$ cat src/logic/gdm_pkg.sv
// Package: constants and types of the gate driver mode controller
package gdm_pkg;

  // ****************************************
  // Clock and timing
  // ****************************************
  localparam int unsigned CLK_MHZ          = 20;
  localparam int unsigned SIG_CHECK_NS     = 1200;
  localparam int unsigned SIG_CHECK_CYC    = (SIG_CHECK_NS * CLK_MHZ) / 1000;
  localparam int unsigned CLEAR_MIN_NS     = 2200;
  localparam int unsigned CLEAR_CYC        = (CLEAR_MIN_NS * CLK_MHZ + 999) / 1000;
  localparam int unsigned FAULT_EXT_US     = 10;
  localparam int unsigned FAULT_EXT_CYC    = FAULT_EXT_US * CLK_MHZ;
  localparam int unsigned CFG_TIMEOUT_MS   = 100;
  localparam int unsigned CFG_TIMEOUT_CYC  = CFG_TIMEOUT_MS * CLK_MHZ * 1000;
  localparam int unsigned PD_STEP_CYC      = 4;
  localparam int unsigned TMR_W            = 24;

  // ****************************************
  // Status bit positions
  // ****************************************
  localparam int unsigned SPI_SIG_DONE_BIT = 3;
  localparam int unsigned SEV_REDUCED_BIT  = 0;
  localparam int unsigned SEV_LIMP_BIT     = 1;
  localparam int unsigned SEV_CUTOFF_BIT   = 3;
  localparam logic [7:0]  SEV_RST          = 8'h00;
  localparam logic [7:0]  SPI_STAT_RST     = 8'h00;

  // ****************************************
  // Mode and power-down step enumerations
  // ****************************************
  typedef enum logic [3:0] {
    GDM_SLEEP, GDM_IDLE, GDM_CONFIG, GDM_CFG_LOCK, GDM_DRIVING, GDM_LIMP,
    GDM_REDUCED, GDM_SAFE_OFF, GDM_ERROR, GDM_POWER_DOWN
  } gdm_mode_t;

  typedef enum logic [2:0] {
    PD_NONE, PD_FETS_OFF, PD_RAIL_CHECK, PD_PERIPH_OFF, PD_CORE_RESET
  } gdm_pd_step_t;

endpackage

$ cat src/logic/gdm_sync.sv
// Two-stage synchroniser for pin inputs
`timescale 1ns/100ps
module gdm_sync (
  // Clock and reset
  input  wire logic mclk_i,
  input  wire logic nrst_i,
  // Data
  input  wire logic d_i,
  output logic      q_o
);
  logic meta;

  always_ff @(posedge mclk_i) begin
    if (!nrst_i) begin
      meta <= 1'b0;
      q_o  <= 1'b0;
    end else begin
      meta <= d_i;
      q_o  <= meta;
    end
  end
endmodule // gdm_sync

$ cat src/logic/gdm_pulse_timer.sv
// Low-pulse width detector for the drive-permit pin
`timescale 1ns/100ps
module gdm_pulse_timer
  import gdm_pkg::*;
(
  // Clock and reset
  input  wire logic mclk_i,
  input  wire logic nrst_i,
  // Synchronised pin level
  input  wire logic level_i,
  // One-cycle pulse on release after a long enough low time
  output logic      clear_o
);
  logic [7:0] cnt;
  logic       long_low;
  logic       prev;

  assign long_low = (cnt >= 8'(CLEAR_CYC));

  always_ff @(posedge mclk_i) begin
    if (!nrst_i) begin
      cnt     <= 8'h00;
      prev    <= 1'b1;
      clear_o <= 1'b0;
    end else begin
      prev    <= level_i;
      clear_o <= level_i && !prev && long_low;
      if (level_i) begin
        if (prev) cnt <= 8'h00;
      end else if (!long_low) begin
        cnt <= cnt + 8'h01;
      end
    end
  end
endmodule // gdm_pulse_timer

$ cat src/logic/gdm_mode_ctrl.sv
// Operation-mode controller of a three-phase gate driver
// Operation
// - Idle moves to configuration on first valid config register write.
// - First valid write starts the configuration timer and pulls fault low.
// - Entering normal mode clears error indications and error filters.
// - Signature compared to CRC8 within 1.2 us, then SPI status bit 3 set.
// - Reduced operation halts config timer; recovery re-enters config, timer reset.
// - Timer expiry locks configuration until inhibit reset.
// - Inhibit low starts power-down toward sleep.
// - Inhibit changes ignored after low detect until sleep reached.
// - Power-down order: FETs off, rail check, peripherals off, core reset.
// - Sleep discards configuration; full reconfiguration needed.
// - Wake to idle; fault pin high signals readiness.
// - Reduced operation keeps registers, disables SPI, digital pins, amplifier.
// - Reduced to normal clears latched errors, sets event bit 0.
// - Limp only if enabled in configuration; sets event bit 1.
// - Safe-off low turns FETs off; SPI and shunt amplifier stay on.
// - Error mode on fault low in normal operation unless reduced or safe-off applies; warnings never cause error mode.
// - Latched errors need drive-permit reset; others recover automatically.
// - Cut-off triggered by watchdog or supply fault after delay; sets bit 3.
// - Cut-off runs to end unless inhibit low; flag cleared by drive-permit reset.
// - Drive-permit low pulse clears latched errors only if long enough.
// - Fault pin low indication extended by 10 us.
`timescale 1ns/100ps
module gdm_mode_ctrl
  import gdm_pkg::*;
#(
  parameter int unsigned CFG_TIMEOUT = CFG_TIMEOUT_CYC
) (
  // Clock and reset
  input  wire logic             mclk_i,
  input  wire logic             nrst_i,
  // Control pins
  input  wire logic             inhibit_n_pin_i,
  input  wire logic             drive_permit_pin_i,
  input  wire logic             safe_off_n_pin_i,
  input  wire logic             high_side_input_i,
  input  wire logic             low_side_input_i,
  // SPI configuration events from the frame decoder
  input  wire logic             cfg_write_i,
  input  wire logic             sig_valid_i,
  input  wire logic [7:0]       sig_byte_i,
  input  wire logic [7:0]       crc8_i,
  input  wire logic             limp_en_i,
  // Supervision and supply status
  input  wire logic             supply_low_i,
  input  wire logic             rail_uv_i,
  input  wire logic             err_latched_i,
  input  wire logic             err_auto_i,
  input  wire logic             warn_i,
  input  wire logic             limp_req_i,
  // Cut-off trigger configuration
  input  wire logic             wdog_fail_i,
  input  wire logic             vcc_fault_i,
  input  wire logic             cutoff_src_wdog_i,
  input  wire logic [15:0]      cutoff_delay_i,
  // Outputs
  output gdm_pkg::gdm_mode_t    mode_o,
  output gdm_pkg::gdm_pd_step_t pd_step_o,
  output logic                  fault_n_pin_o,
  output logic                  fets_on_o,
  output logic                  high_side_o,
  output logic                  low_side_o,
  output logic                  spi_en_o,
  output logic                  shunt_amplifier_en_o,
  output logic                  pins_en_o,
  output logic                  core_reset_o,
  output logic                  error_clear_o,
  output logic                  latched_err_o,
  output logic [7:0]            spi_status_o,
  output logic [7:0]            special_event_o,
  output logic                  cutoff_o
);
  import gdm_pkg::*;

  // ****************************************
  // Pin synchronisation
  // ****************************************
  logic inh_s, dp_s, safe_off_n_pin_s;

  gdm_sync u_inh  (.mclk_i(mclk_i), .nrst_i(nrst_i), .d_i(inhibit_n_pin_i),    .q_o(inh_s));
  gdm_sync u_dp   (.mclk_i(mclk_i), .nrst_i(nrst_i), .d_i(drive_permit_pin_i), .q_o(dp_s));
  gdm_sync u_safe_off_n_pin (.mclk_i(mclk_i), .nrst_i(nrst_i), .d_i(safe_off_n_pin_i),   .q_o(safe_off_n_pin_s));

  logic dp_clear;
  gdm_pulse_timer u_dpt (
    .mclk_i (mclk_i),
    .nrst_i (nrst_i),
    .level_i(dp_s),
    .clear_o(dp_clear)
  );

  // ****************************************
  // Mode state
  // ****************************************
  gdm_mode_t    mode, next_mode;
  gdm_mode_t    resume_mode;
  logic [TMR_W-1:0] cfg_tmr;
  logic         cfg_done;
  logic         limp_armed;
  logic [4:0]   sig_cnt;
  logic         sig_busy;
  logic [7:0]   sig_hold;
  logic [4:0]   pd_cnt;
  gdm_pd_step_t pd_step;
  logic [7:0]   ext_cnt;
  logic         latched;
  logic         fault_raw;
  logic         in_normal;
  logic         enter_normal;

  assign in_normal    = (mode == GDM_DRIVING) || (mode == GDM_LIMP);
  assign enter_normal = (next_mode == GDM_DRIVING) && !in_normal && (mode != GDM_ERROR)
                        && (mode != GDM_SAFE_OFF);
  // Warnings deliberately left out of the fault condition
  assign fault_raw    = latched || err_auto_i;

  always_comb begin
    next_mode = mode;
    unique case (mode)
      GDM_SLEEP:      if (inh_s && !supply_low_i) next_mode = GDM_IDLE;
      GDM_IDLE:       if (cfg_write_i) next_mode = GDM_CONFIG;
      GDM_CONFIG: begin
        if (supply_low_i) next_mode = GDM_REDUCED;
        else if (cfg_done) next_mode = GDM_DRIVING;
        else if (cfg_tmr >= TMR_W'(CFG_TIMEOUT)) next_mode = GDM_CFG_LOCK;
      end
      GDM_CFG_LOCK:   next_mode = GDM_CFG_LOCK;
      GDM_REDUCED:    if (!supply_low_i) next_mode = resume_mode;
      GDM_DRIVING, GDM_LIMP, GDM_SAFE_OFF, GDM_ERROR: begin
        if (supply_low_i) next_mode = GDM_REDUCED;
        else if (!safe_off_n_pin_s) next_mode = GDM_SAFE_OFF;
        else if (fault_n_pin_o == 1'b0) next_mode = GDM_ERROR;
        else if (limp_req_i && limp_armed) next_mode = GDM_LIMP;
        else next_mode = GDM_DRIVING;
      end
      GDM_POWER_DOWN: if (pd_step == PD_CORE_RESET && pd_cnt == 5'h00) next_mode = GDM_SLEEP;
    endcase
    // Inhibit wins everywhere except in sleep and once power-down is running
    if (!inh_s && mode != GDM_POWER_DOWN && mode != GDM_SLEEP)
      next_mode = GDM_POWER_DOWN;
  end

  always_ff @(posedge mclk_i) begin
    if (!nrst_i) mode <= GDM_SLEEP;
    else         mode <= next_mode;
  end

  // Mode to return to after reduced operation
  always_ff @(posedge mclk_i) begin
    if (!nrst_i) resume_mode <= GDM_CONFIG;
    else if (next_mode == GDM_REDUCED && mode != GDM_REDUCED)
      resume_mode <= (mode == GDM_CONFIG) ? GDM_CONFIG : GDM_DRIVING;
  end

  // ****************************************
  // Configuration timer and signature check
  // ****************************************
  always_ff @(posedge mclk_i) begin
    if (!nrst_i || mode != GDM_CONFIG) cfg_tmr <= '0;
    else if (!supply_low_i) cfg_tmr <= cfg_tmr + TMR_W'(1);
  end

  // A check runs a fixed latency so software sees a constant response time
  always_ff @(posedge mclk_i) begin
    if (!nrst_i || mode == GDM_SLEEP || mode == GDM_POWER_DOWN) begin
      sig_busy     <= 1'b0;
      sig_cnt      <= 5'h00;
      sig_hold     <= 8'h00;
      cfg_done     <= 1'b0;
      spi_status_o <= SPI_STAT_RST;
    end else if (sig_valid_i && mode == GDM_CONFIG && !sig_busy) begin
      sig_busy <= 1'b1;
      sig_cnt  <= 5'h00;
      sig_hold <= sig_byte_i;
    end else if (sig_busy) begin
      sig_cnt <= sig_cnt + 5'h01;
      if (sig_cnt == 5'(SIG_CHECK_CYC - 2)) begin
        sig_busy <= 1'b0;
        cfg_done <= (sig_hold == crc8_i);
        spi_status_o[SPI_SIG_DONE_BIT] <= 1'b1;
      end
    end else if (mode != GDM_CONFIG) begin
      cfg_done <= 1'b0;
    end
  end

  // Limp permission captured only while configuring
  always_ff @(posedge mclk_i) begin
    if (!nrst_i || mode == GDM_SLEEP) limp_armed <= 1'b0;
    else if (mode == GDM_CONFIG) limp_armed <= limp_en_i;
  end

  // ****************************************
  // Power-down sequence
  // ****************************************
  always_ff @(posedge mclk_i) begin
    if (!nrst_i || mode != GDM_POWER_DOWN) begin
      pd_step <= PD_NONE;
      pd_cnt  <= 5'h00;
    end else if (pd_step == PD_NONE) begin
      pd_step <= PD_FETS_OFF;
      pd_cnt  <= 5'(PD_STEP_CYC);
    end else if (pd_cnt != 5'h00) begin
      pd_cnt <= pd_cnt - 5'h01;
    end else begin
      unique case (pd_step)
        PD_FETS_OFF:   pd_step <= PD_RAIL_CHECK;
        PD_RAIL_CHECK: if (rail_uv_i) pd_step <= PD_PERIPH_OFF;
        PD_PERIPH_OFF: pd_step <= PD_CORE_RESET;
        default:       pd_step <= pd_step;
      endcase
      if (pd_step != PD_RAIL_CHECK || rail_uv_i) pd_cnt <= 5'(PD_STEP_CYC);
    end
  end

  assign pd_step_o    = pd_step;
  assign core_reset_o = (pd_step == PD_CORE_RESET) || (mode == GDM_SLEEP);

  // ****************************************
  // Errors and fault pin
  // ****************************************
  assign error_clear_o = enter_normal
                         || (mode == GDM_REDUCED && next_mode == GDM_DRIVING);

  always_ff @(posedge mclk_i) begin
    if (!nrst_i || mode == GDM_SLEEP) latched <= 1'b0;
    else if (err_latched_i) latched <= 1'b1;
    else if (dp_clear || error_clear_o) latched <= 1'b0;
  end
  assign latched_err_o = latched;

  // Extension counter holds the pin low after the cause goes away
  always_ff @(posedge mclk_i) begin
    if (!nrst_i) ext_cnt <= 8'h00;
    else if (fault_raw) ext_cnt <= 8'(FAULT_EXT_CYC);
    else if (error_clear_o) ext_cnt <= 8'h00;
    else if (ext_cnt != 8'h00) ext_cnt <= ext_cnt - 8'h01;
  end

  always_ff @(posedge mclk_i) begin
    if (!nrst_i) fault_n_pin_o <= 1'b0;
    else unique case (next_mode)
      GDM_IDLE:                  fault_n_pin_o <= 1'b1;
      GDM_CONFIG, GDM_CFG_LOCK:  fault_n_pin_o <= 1'b0;
      GDM_DRIVING, GDM_LIMP, GDM_SAFE_OFF, GDM_ERROR:
        fault_n_pin_o <= !(fault_raw || ext_cnt != 8'h00) || error_clear_o;
      default:                   fault_n_pin_o <= 1'b0;
    endcase
  end

  // ****************************************
  // Special events and phase cut-off
  // ****************************************
  logic        cut_trig, cut_pend;
  logic [15:0] cut_cnt;

  assign cut_trig = cutoff_src_wdog_i ? wdog_fail_i : vcc_fault_i;

  always_ff @(posedge mclk_i) begin
    if (!nrst_i || mode == GDM_POWER_DOWN || mode == GDM_SLEEP) begin
      cut_pend <= 1'b0;
      cut_cnt  <= 16'h0000;
      cutoff_o <= 1'b0;
    end else if (cut_pend) begin
      if (cut_cnt == 16'h0000) cutoff_o <= 1'b1;
      else cut_cnt <= cut_cnt - 16'h0001;
    end else if (cut_trig && in_normal) begin
      cut_pend <= 1'b1;
      cut_cnt  <= cutoff_delay_i;
    end
  end

  always_ff @(posedge mclk_i) begin
    if (!nrst_i || mode == GDM_SLEEP) special_event_o <= SEV_RST;
    else begin
      if (mode == GDM_REDUCED && next_mode != GDM_REDUCED)
        special_event_o[SEV_REDUCED_BIT] <= 1'b1;
      special_event_o[SEV_LIMP_BIT] <= (next_mode == GDM_LIMP);
      if (cut_trig && in_normal)
        special_event_o[SEV_CUTOFF_BIT] <= 1'b1;
      else if (dp_clear)
        special_event_o[SEV_CUTOFF_BIT] <= 1'b0;
    end
  end

  // ****************************************
  // Drive and enables
  // ****************************************
  always_ff @(posedge mclk_i) begin
    if (!nrst_i) begin
      fets_on_o   <= 1'b0;
      high_side_o <= 1'b0;
      low_side_o  <= 1'b0;
    end else begin
      fets_on_o   <= in_normal && safe_off_n_pin_s && dp_s && inh_s;
      high_side_o <= in_normal && safe_off_n_pin_s && dp_s && inh_s && high_side_input_i;
      low_side_o  <= in_normal && safe_off_n_pin_s && dp_s && inh_s && low_side_input_i;
    end
  end

  assign mode_o               = mode;
  assign spi_en_o             = !(mode inside {GDM_REDUCED, GDM_SLEEP, GDM_POWER_DOWN});
  assign pins_en_o            = spi_en_o;
  assign shunt_amplifier_en_o = spi_en_o;
endmodule // gdm_mode_ctrl

$ cat config.mk
export PLATFORM = sky130hd
export DESIGN_NAME = gdm_mode_ctrl
export DESIGN_NICKNAME = d
export VERILOG_FILES = /design/src/logic/gdm_pkg.sv /design/src/logic/gdm_sync.sv /design/src/logic/gdm_pulse_timer.sv /design/src/logic/gdm_mode_ctrl.sv
export SDC_FILE = /design/constraint.sdc
export NUM_CORES = 1
export LEC_CHECK = 0
export BUFFER_PORTS_ARGS = -buffer_cell sky130_fd_sc_hd__clkbuf_2
export CELL_PAD_IN_SITES_DETAIL_PLACEMENT = 2
export CELL_PAD_IN_SITES_GLOBAL_PLACEMENT = 2
export CORE_MARGIN = 4
export CORE_UTILIZATION = 36
export CTS_CLUSTER_SIZE = 12
export DETAILED_ROUTE_END_ITERATION = 12
export PLACE_DENSITY = 0.88
export SLEW_MARGIN = 40
export SYNTH_ARGS = -nofsm -noshare
export SYNTH_HDL_FRONTEND = slang
export SYNTH_SLANG_ARGS = --single-unit
export TNS_END_PERCENT = 1
$ cat constraint.sdc
create_clock -name mclk_i -period 4.9 [get_ports mclk_i]
set_input_delay 0.735 -clock mclk_i [delete_from_list [all_inputs] [get_ports mclk_i]]
set_output_delay 0.735 -clock mclk_i [all_outputs]
set_load 0.01 [all_outputs]
======== Word-level counts from Yosys, hierarchy flattened ========
Index checks and enable logic that the tools add are counted.
storage, ports and cells
  output and inout port bits .............. 34
  word-level logic and storage cells ...... 197
  bits in registers ....................... 107
operators by class
  eq/ne operators ......................... 35
  $add $sub $neg .......................... 6
  muxes and demuxes ....................... 44
  reductions and logical operators ........ 72
  bitwise operators ....................... 3
  $lt $le $gt $ge ......................... 2
operators by type and width
  kind                                                                  count
  2-to-1 mux 16 bit                                                     3
  2-to-1 mux 8 bit                                                      6
  2-to-1 mux 4 bit                                                      11
  equality test 4 x 3 -> 1 bit (second input constant)                  8
  one-hot mux 4 bit (7 select lines)                                    1
  adder 24 x 1 -> 24 bit (second input constant)                        1
  greater-or-equal comparator 24 x 21 -> 1 bit (second input constant)  1
  logical AND 1 bit                                                     21
  logical NOT 16 bit                                                    1
  2-to-1 mux 1 bit                                                      16
  subtractor 16 x 1 -> 16 bit (second input constant)                   1
  logical OR 1 bit                                                      14
  equality test 4 bit (second input constant)                           3
  != test 4 x 3 -> 1 bit (second input constant)                        3
  AND reduction 3 bit                                                   4
  nonzero test 3 bit                                                    4
  2-to-1 mux 5 bit                                                      2
  nonzero test 2 bit                                                    5
  2-to-1 mux 3 bit                                                      3
  one-hot mux 3 bit (3 select lines)                                    1
  adder 8 x 1 -> 8 bit (second input constant)                          1
  equality test 4 x 1 -> 1 bit (second input constant)                  2
  equality test 4 x 2 -> 1 bit (second input constant)                  2
  equality test 8 bit                                                   1
  other kinds (27)                                                      47

======== Depth between registers and ports, before layout ========
  depth after elaboration ................. 15
  gate-level depth with buffers ........... 9
  depth with buffers taken out ............ 8

======== Cells and area by module ========
From an unflattened synthesis, not the netlist that was laid out.
second synthesis, totals
  cells, all modules ...................... 630
  area total of the unflattened synthesis .. 5326.4 um^2
by module, submodules not included
  module           cells each  instances  area an instance (um^2)  sequential area each (um^2)
  gdm_mode_ctrl    567         1          4718.3                   1781.7
  gdm_pulse_timer  51          1          450.4                    200.2
  gdm_sync         4           3          52.6                     40.0

======== Least setup slack after synthesis ========
OpenSTA, ideal clock, no wires.
  kind .................................... input -> output
  start point ............................. input port cfg_write_i
  end point ............................... output port error_clear_o
  required time ........................... 4.165 ns
  setup slack ............................. 2.205 ns
  arrival ................................. 1.960 ns
  path buffers ............................ 0
  stages .................................. 5
  path through ............................ or3b_1 a21oi_1 o221ai_2 and2_1 nor3_1
on the way
  word-level cells in the longest chain between the ends .. 8
ends and longest elaborated chain
  element                                 line                                        RTL
  start: declaration                      gdm_mode_ctrl.sv:40                         input wire logic cfg_write_i,
  2-to-1 mux 4 bit (*)                    gdm_mode_ctrl.sv:122                        GDM_IDLE: if (cfg_write_i) next_mode = GDM_CONFIG;
  one-hot mux 4 bit (7 select lines) (*)  gdm_mode_ctrl.sv:120                        unique case (mode)
  2-to-1 mux 4 bit (*)                    gdm_mode_ctrl.sv:140                        if (!inh_s && mode != GDM_POWER_DOWN && mode != GDM_SLEEP)
  equality test 4 x 3 -> 1 bit (*)        gdm_mode_ctrl.sv:113, gdm_mode_ctrl.sv:224
  logical AND 1 bit (2 in series)         gdm_mode_ctrl.sv:113                        assign enter_normal = (next_mode == GDM_DRIVING) && !in_normal && (mode != GDM_ERROR)
  logical AND 1 bit                       gdm_mode_ctrl.sv:114                        && (mode != GDM_SAFE_OFF);
  logical OR 1 bit (*)                    gdm_mode_ctrl.sv:224                        || (mode == GDM_REDUCED && next_mode == GDM_DRIVING);
  end: declaration                        gdm_mode_ctrl.sv:68                         output logic error_clear_o,
Every way passes the cells marked *; elsewhere a longest branch is shown, timed or not.

======== Worst setup path in the final report ========
  start point ............................. register mode[1], in the netlist mode_o[1]
  end point ............................... output port error_clear_o
on the way
  word-level cells in the longest chain between the ends .. 10
ends and longest elaborated chain
  element                             line                                        RTL
  start: declaration                  gdm_mode_ctrl.sv:96                         gdm_mode_t mode, next_mode;
  start signal: assignment            gdm_mode_ctrl.sv:146                        else mode <= next_mode;
  2-to-1 mux 4 bit                    gdm_mode_ctrl.sv:126                        else if (cfg_tmr >= TMR_W'(CFG_TIMEOUT)) next_mode = GDM_CFG_LOCK;
  2-to-1 mux 4 bit                    gdm_mode_ctrl.sv:125                        else if (cfg_done) next_mode = GDM_DRIVING;
  2-to-1 mux 4 bit                    gdm_mode_ctrl.sv:124                        if (supply_low_i) next_mode = GDM_REDUCED;
  one-hot mux 4 bit (7 select lines)  gdm_mode_ctrl.sv:120
  2-to-1 mux 4 bit                    gdm_mode_ctrl.sv:140
  equality test 4 x 3 -> 1 bit        gdm_mode_ctrl.sv:113, gdm_mode_ctrl.sv:224
  logical AND 1 bit (2 in series)     gdm_mode_ctrl.sv:113
  logical AND 1 bit                   gdm_mode_ctrl.sv:114
  logical OR 1 bit (*)                gdm_mode_ctrl.sv:224
Marked as above.

==> metrics.cfg <==
[logic_synthesis]
ys_types = 81
ys_seq_area_frac = 0.399
synth_top_family_by_area = simple AND/OR/NAND/NOR gates
synthCells = 626
synthAdderAreaFrac = 0.0238
avgSynthCellArea_um2 = 8.41
syn_area_um2 = 5270
yosysTopAreaCell = dfxtp_1
synth_common_cells = 105 x dfxtp_1, 86 x nor2_1, 61 x nand2_1
synth-main-ff-cell = dfxtp_1
synth_compound_area_frac = 0.180
muxShareOfSynthArea = 0.00380
synthTopCellsByArea = dfxtp_1 40%, nor2_1 6.1%, nand2_1 4.3%
synth-warning-count = 0
synth-edff-count = 0
synthSimpleGateAreaFrac = 0.263
yosysMostFrequentCell = dfxtp_1
synthXorXnorAreaFrac = 0.0732
synth-seq-cells = 105
synthArstFlopShare = 0
synth.top_cell.area_share = 0.399

[detailed_routing]
post_drt_via_cell_ratio = 5.47
route.vias.total = 4761
wl_per_cell_um = 18.1
firstDrtPassIters = 4
drc = 0
drt_wl_total_um = 15800
ant_nets = 0
drtIter0Drc = 198

[global_route]
grt_overflow_total = 0
gr-usage-all-layers = 0.196
first_global_vias = 5285
grt_first_pass_wirelength_um = 26500
grt_max_degree = 29
antenna_found_initial = 0

[setup_path]
ff2ff_path_depth = 6
path_class = flop to primary output
reg2reg_slack_ns = 2.03
worstSetupPathDepth = 6
cp_slowest_cell = dfxtp_1
startpoint = mode_o[1]
path_max_fanout = 14
worstReg2RegStart = mode_o[1]
required_ns = 4.16
max_stage_delay_ns = 0.67
r2r-end = ext_cnt[6]
crit_end = error_clear_o
path_cells = nor4b_2 > o21ai_1 > o2111ai_2 > nand2_1 > nor3_1 > clkbuf_2
crit_path_start_kind = flop
critPathBufInv = 1
end_kind = primary output
arrival_ns = 2.74
crit_family = simple AND/OR/NAND/NOR gates

[sta]
worst_pin_slew_ns = 0.728
rsz0062_at_grt = false
fin_crit_sh = 0.710
skew_ns = 0.0109
setup_viol_count_final = 0
fin_ws_ns = 1.42
slew_headroom = 0.510
fmax_mhz = 288
fin_tns_setup_ns = 0
drv_slew = 0
hold_viol_final = 0
fin_crit_ns = 3.48

[placement]
port_buffers = 71
gp_congestion = 0.871
pre_cts_slack_ns = 1.88
place_hpwl_um = 11400

[hold_path]
hold_path.class = flop to flop
worstHoldPathCells = 1

[cts]
cts_resized = 0
cts_setup_buffers = 0
cts_tree = yes
cts_hold_buf = 0
cts.sinks = 105
cts-htree-levels = 3
ctsRootBufferMaster = clkbuf_16
cts_buffer_depth = 2
clk_pin_slew_worst_paths_ns = 0.07
clk_latency_ns = 0.35
numCtsBuffers = 9

[floorplan]
fp-row-count = 43
die_height_um = 129
start_util = 0.374
io_pins = 85
dieArea_um2 = 16600
core-area_um2 = 14100
die_w_um = 129

[power_and_ir_drop]
intPower_mw = 1.70
seqPwrFrac = 0.377
power_density_nw_per_um2 = 445
vdd_ir_drop_max_v = 0.000159
clkPwrFrac = 0.291
p_switching_mw = 0.981
switching_share = 0.366
p_leak_nw = 2.25
pwr-share-comb = 0.331

[final_layout]
area_growth_pct = 14.4
layout.nets = 747
n_antenna_cell = 0
drive_gt1_frac = 0.158
n_fill_cell = 1594

[status]
status = finished clean

[job]
cap_violations = 0

[sequential cells by signal (all words and copies together) (netlist names), 2 cells and up]
register and flops:
cfg_tmr 24, cut_cnt 16, ext_cnt 8, sig_hold 8
u_dpt.cnt 8, pd_cnt 5, sig_cnt 5, mode_o 4
pd_step_o 3, special_event_o 3, resume_mode 2
[worst register-to-register path: cells and delay by family (launching register included)]
kind             cells  cell delay (ns)
flip-flops           1             0.67
AND/OR/NAND/NOR      2             0.87
AO/OA/AOI/OAI        4             1.21
[cell usage in the layout (no fill, tap or decap), drive strengths merged, types with 6 or more instances in the layout]
| cell type | Yosys | final |
|---|---|---|
| inv | 26 | 27 |
| and2 | 14 | 14 |
| conb | 1 | 12 |
| nand2 | 62 | 62 |
| ha | 10 | 10 |
| nand2b | 8 | 8 |
| dfxtp | 105 | 105 |
| xnor2 | 23 | 23 |
| a21oi | 41 | 41 |
| or3 | 12 | 12 |
| o31ai | 6 | 6 |
| nor3 | 9 | 9 |
| nor2 | 86 | 86 |
| nor2b | 7 | 7 |
| xor2 | 21 | 21 |
| a31oi | 7 | 7 |
| clkbuf | 10 | 81 |
| nor4 | 11 | 11 |
| nand3 | 14 | 14 |
| a211oi | 11 | 11 |
| o21ai | 20 | 20 |
| nand4 | 12 | 12 |
[layout make-up]
type                       instances  area (um2)  area share
clock buffer                      10         229      0.0380
clock inverter                     6        90.1      0.0150
inverter                          27         101      0.0168
multi-input combinational        472        2920       0.484
sequential                       105        2100       0.349
tap                              180         225      0.0374
timing repair buffer              71         355      0.0590
[worst min path at each step]
stage / end / from / slack (ns)
5_1_grt: u_inh.q_o / u_inh.meta / 0.45
2_1_floorplan: u_dp.q_o / u_dp.meta / 0.41
3_3_place_gp: u_inh.q_o / u_inh.meta / 0.43
6_report: u_inh.q_o / u_inh.meta / 0.44
3_5_place_dp: u_inh.q_o / u_inh.meta / 0.42
4_1_cts: u_inh.q_o / u_inh.meta / 0.44
[metrics by stage]
stage,power (mW),hold slack (ns),cells,cell area [um2],util
2_1_floorplan,1.68,0.412,637,5310,-
3_3_place_gp,1.85,0.427,855,5690,0.404
3_5_place_dp,1.90,0.422,855,5700,0.404
4_1_cts,2.71,0.439,871,6020,0.427
5_1_grt,2.86,0.449,871,6020,0.427
6_report,2.68,0.438,871,6020,0.427
[cells by family after synthesis]
logic type                 after synthesis
and+or+nand+nor                        269
AOI/OAI and AO/OA                      135
DFF                                    105
buffers and inverters                   60
xor gates and xnor gates                44
adders and majority gates               10
muxes                                    2
other                                    1
[power by group through the flow]
stage	clock network, mW	logic (mW)	registers, mW
6_report	0.780	0.888	1.01
5_1_grt	0.850	0.982	1.03
4_1_cts	0.806	0.891	1.01
3_5_place_dp	0	0.874	1.03
3_3_place_gp	0	0.829	1.02
2_1_floorplan	0	0.688	0.987
[layer usage]
layer	share of wire	routed length [um]	global-route usage	vias up
met5	0	0	0	-
met4	0.011	168	0.0377	0
met3	0.026	404	0.0382	12
met2	0.53	8300	0.370	66
met1	0.44	6900	0.229	2380
li1	-	-	-	2303
(Power assumes the default switching activity.)
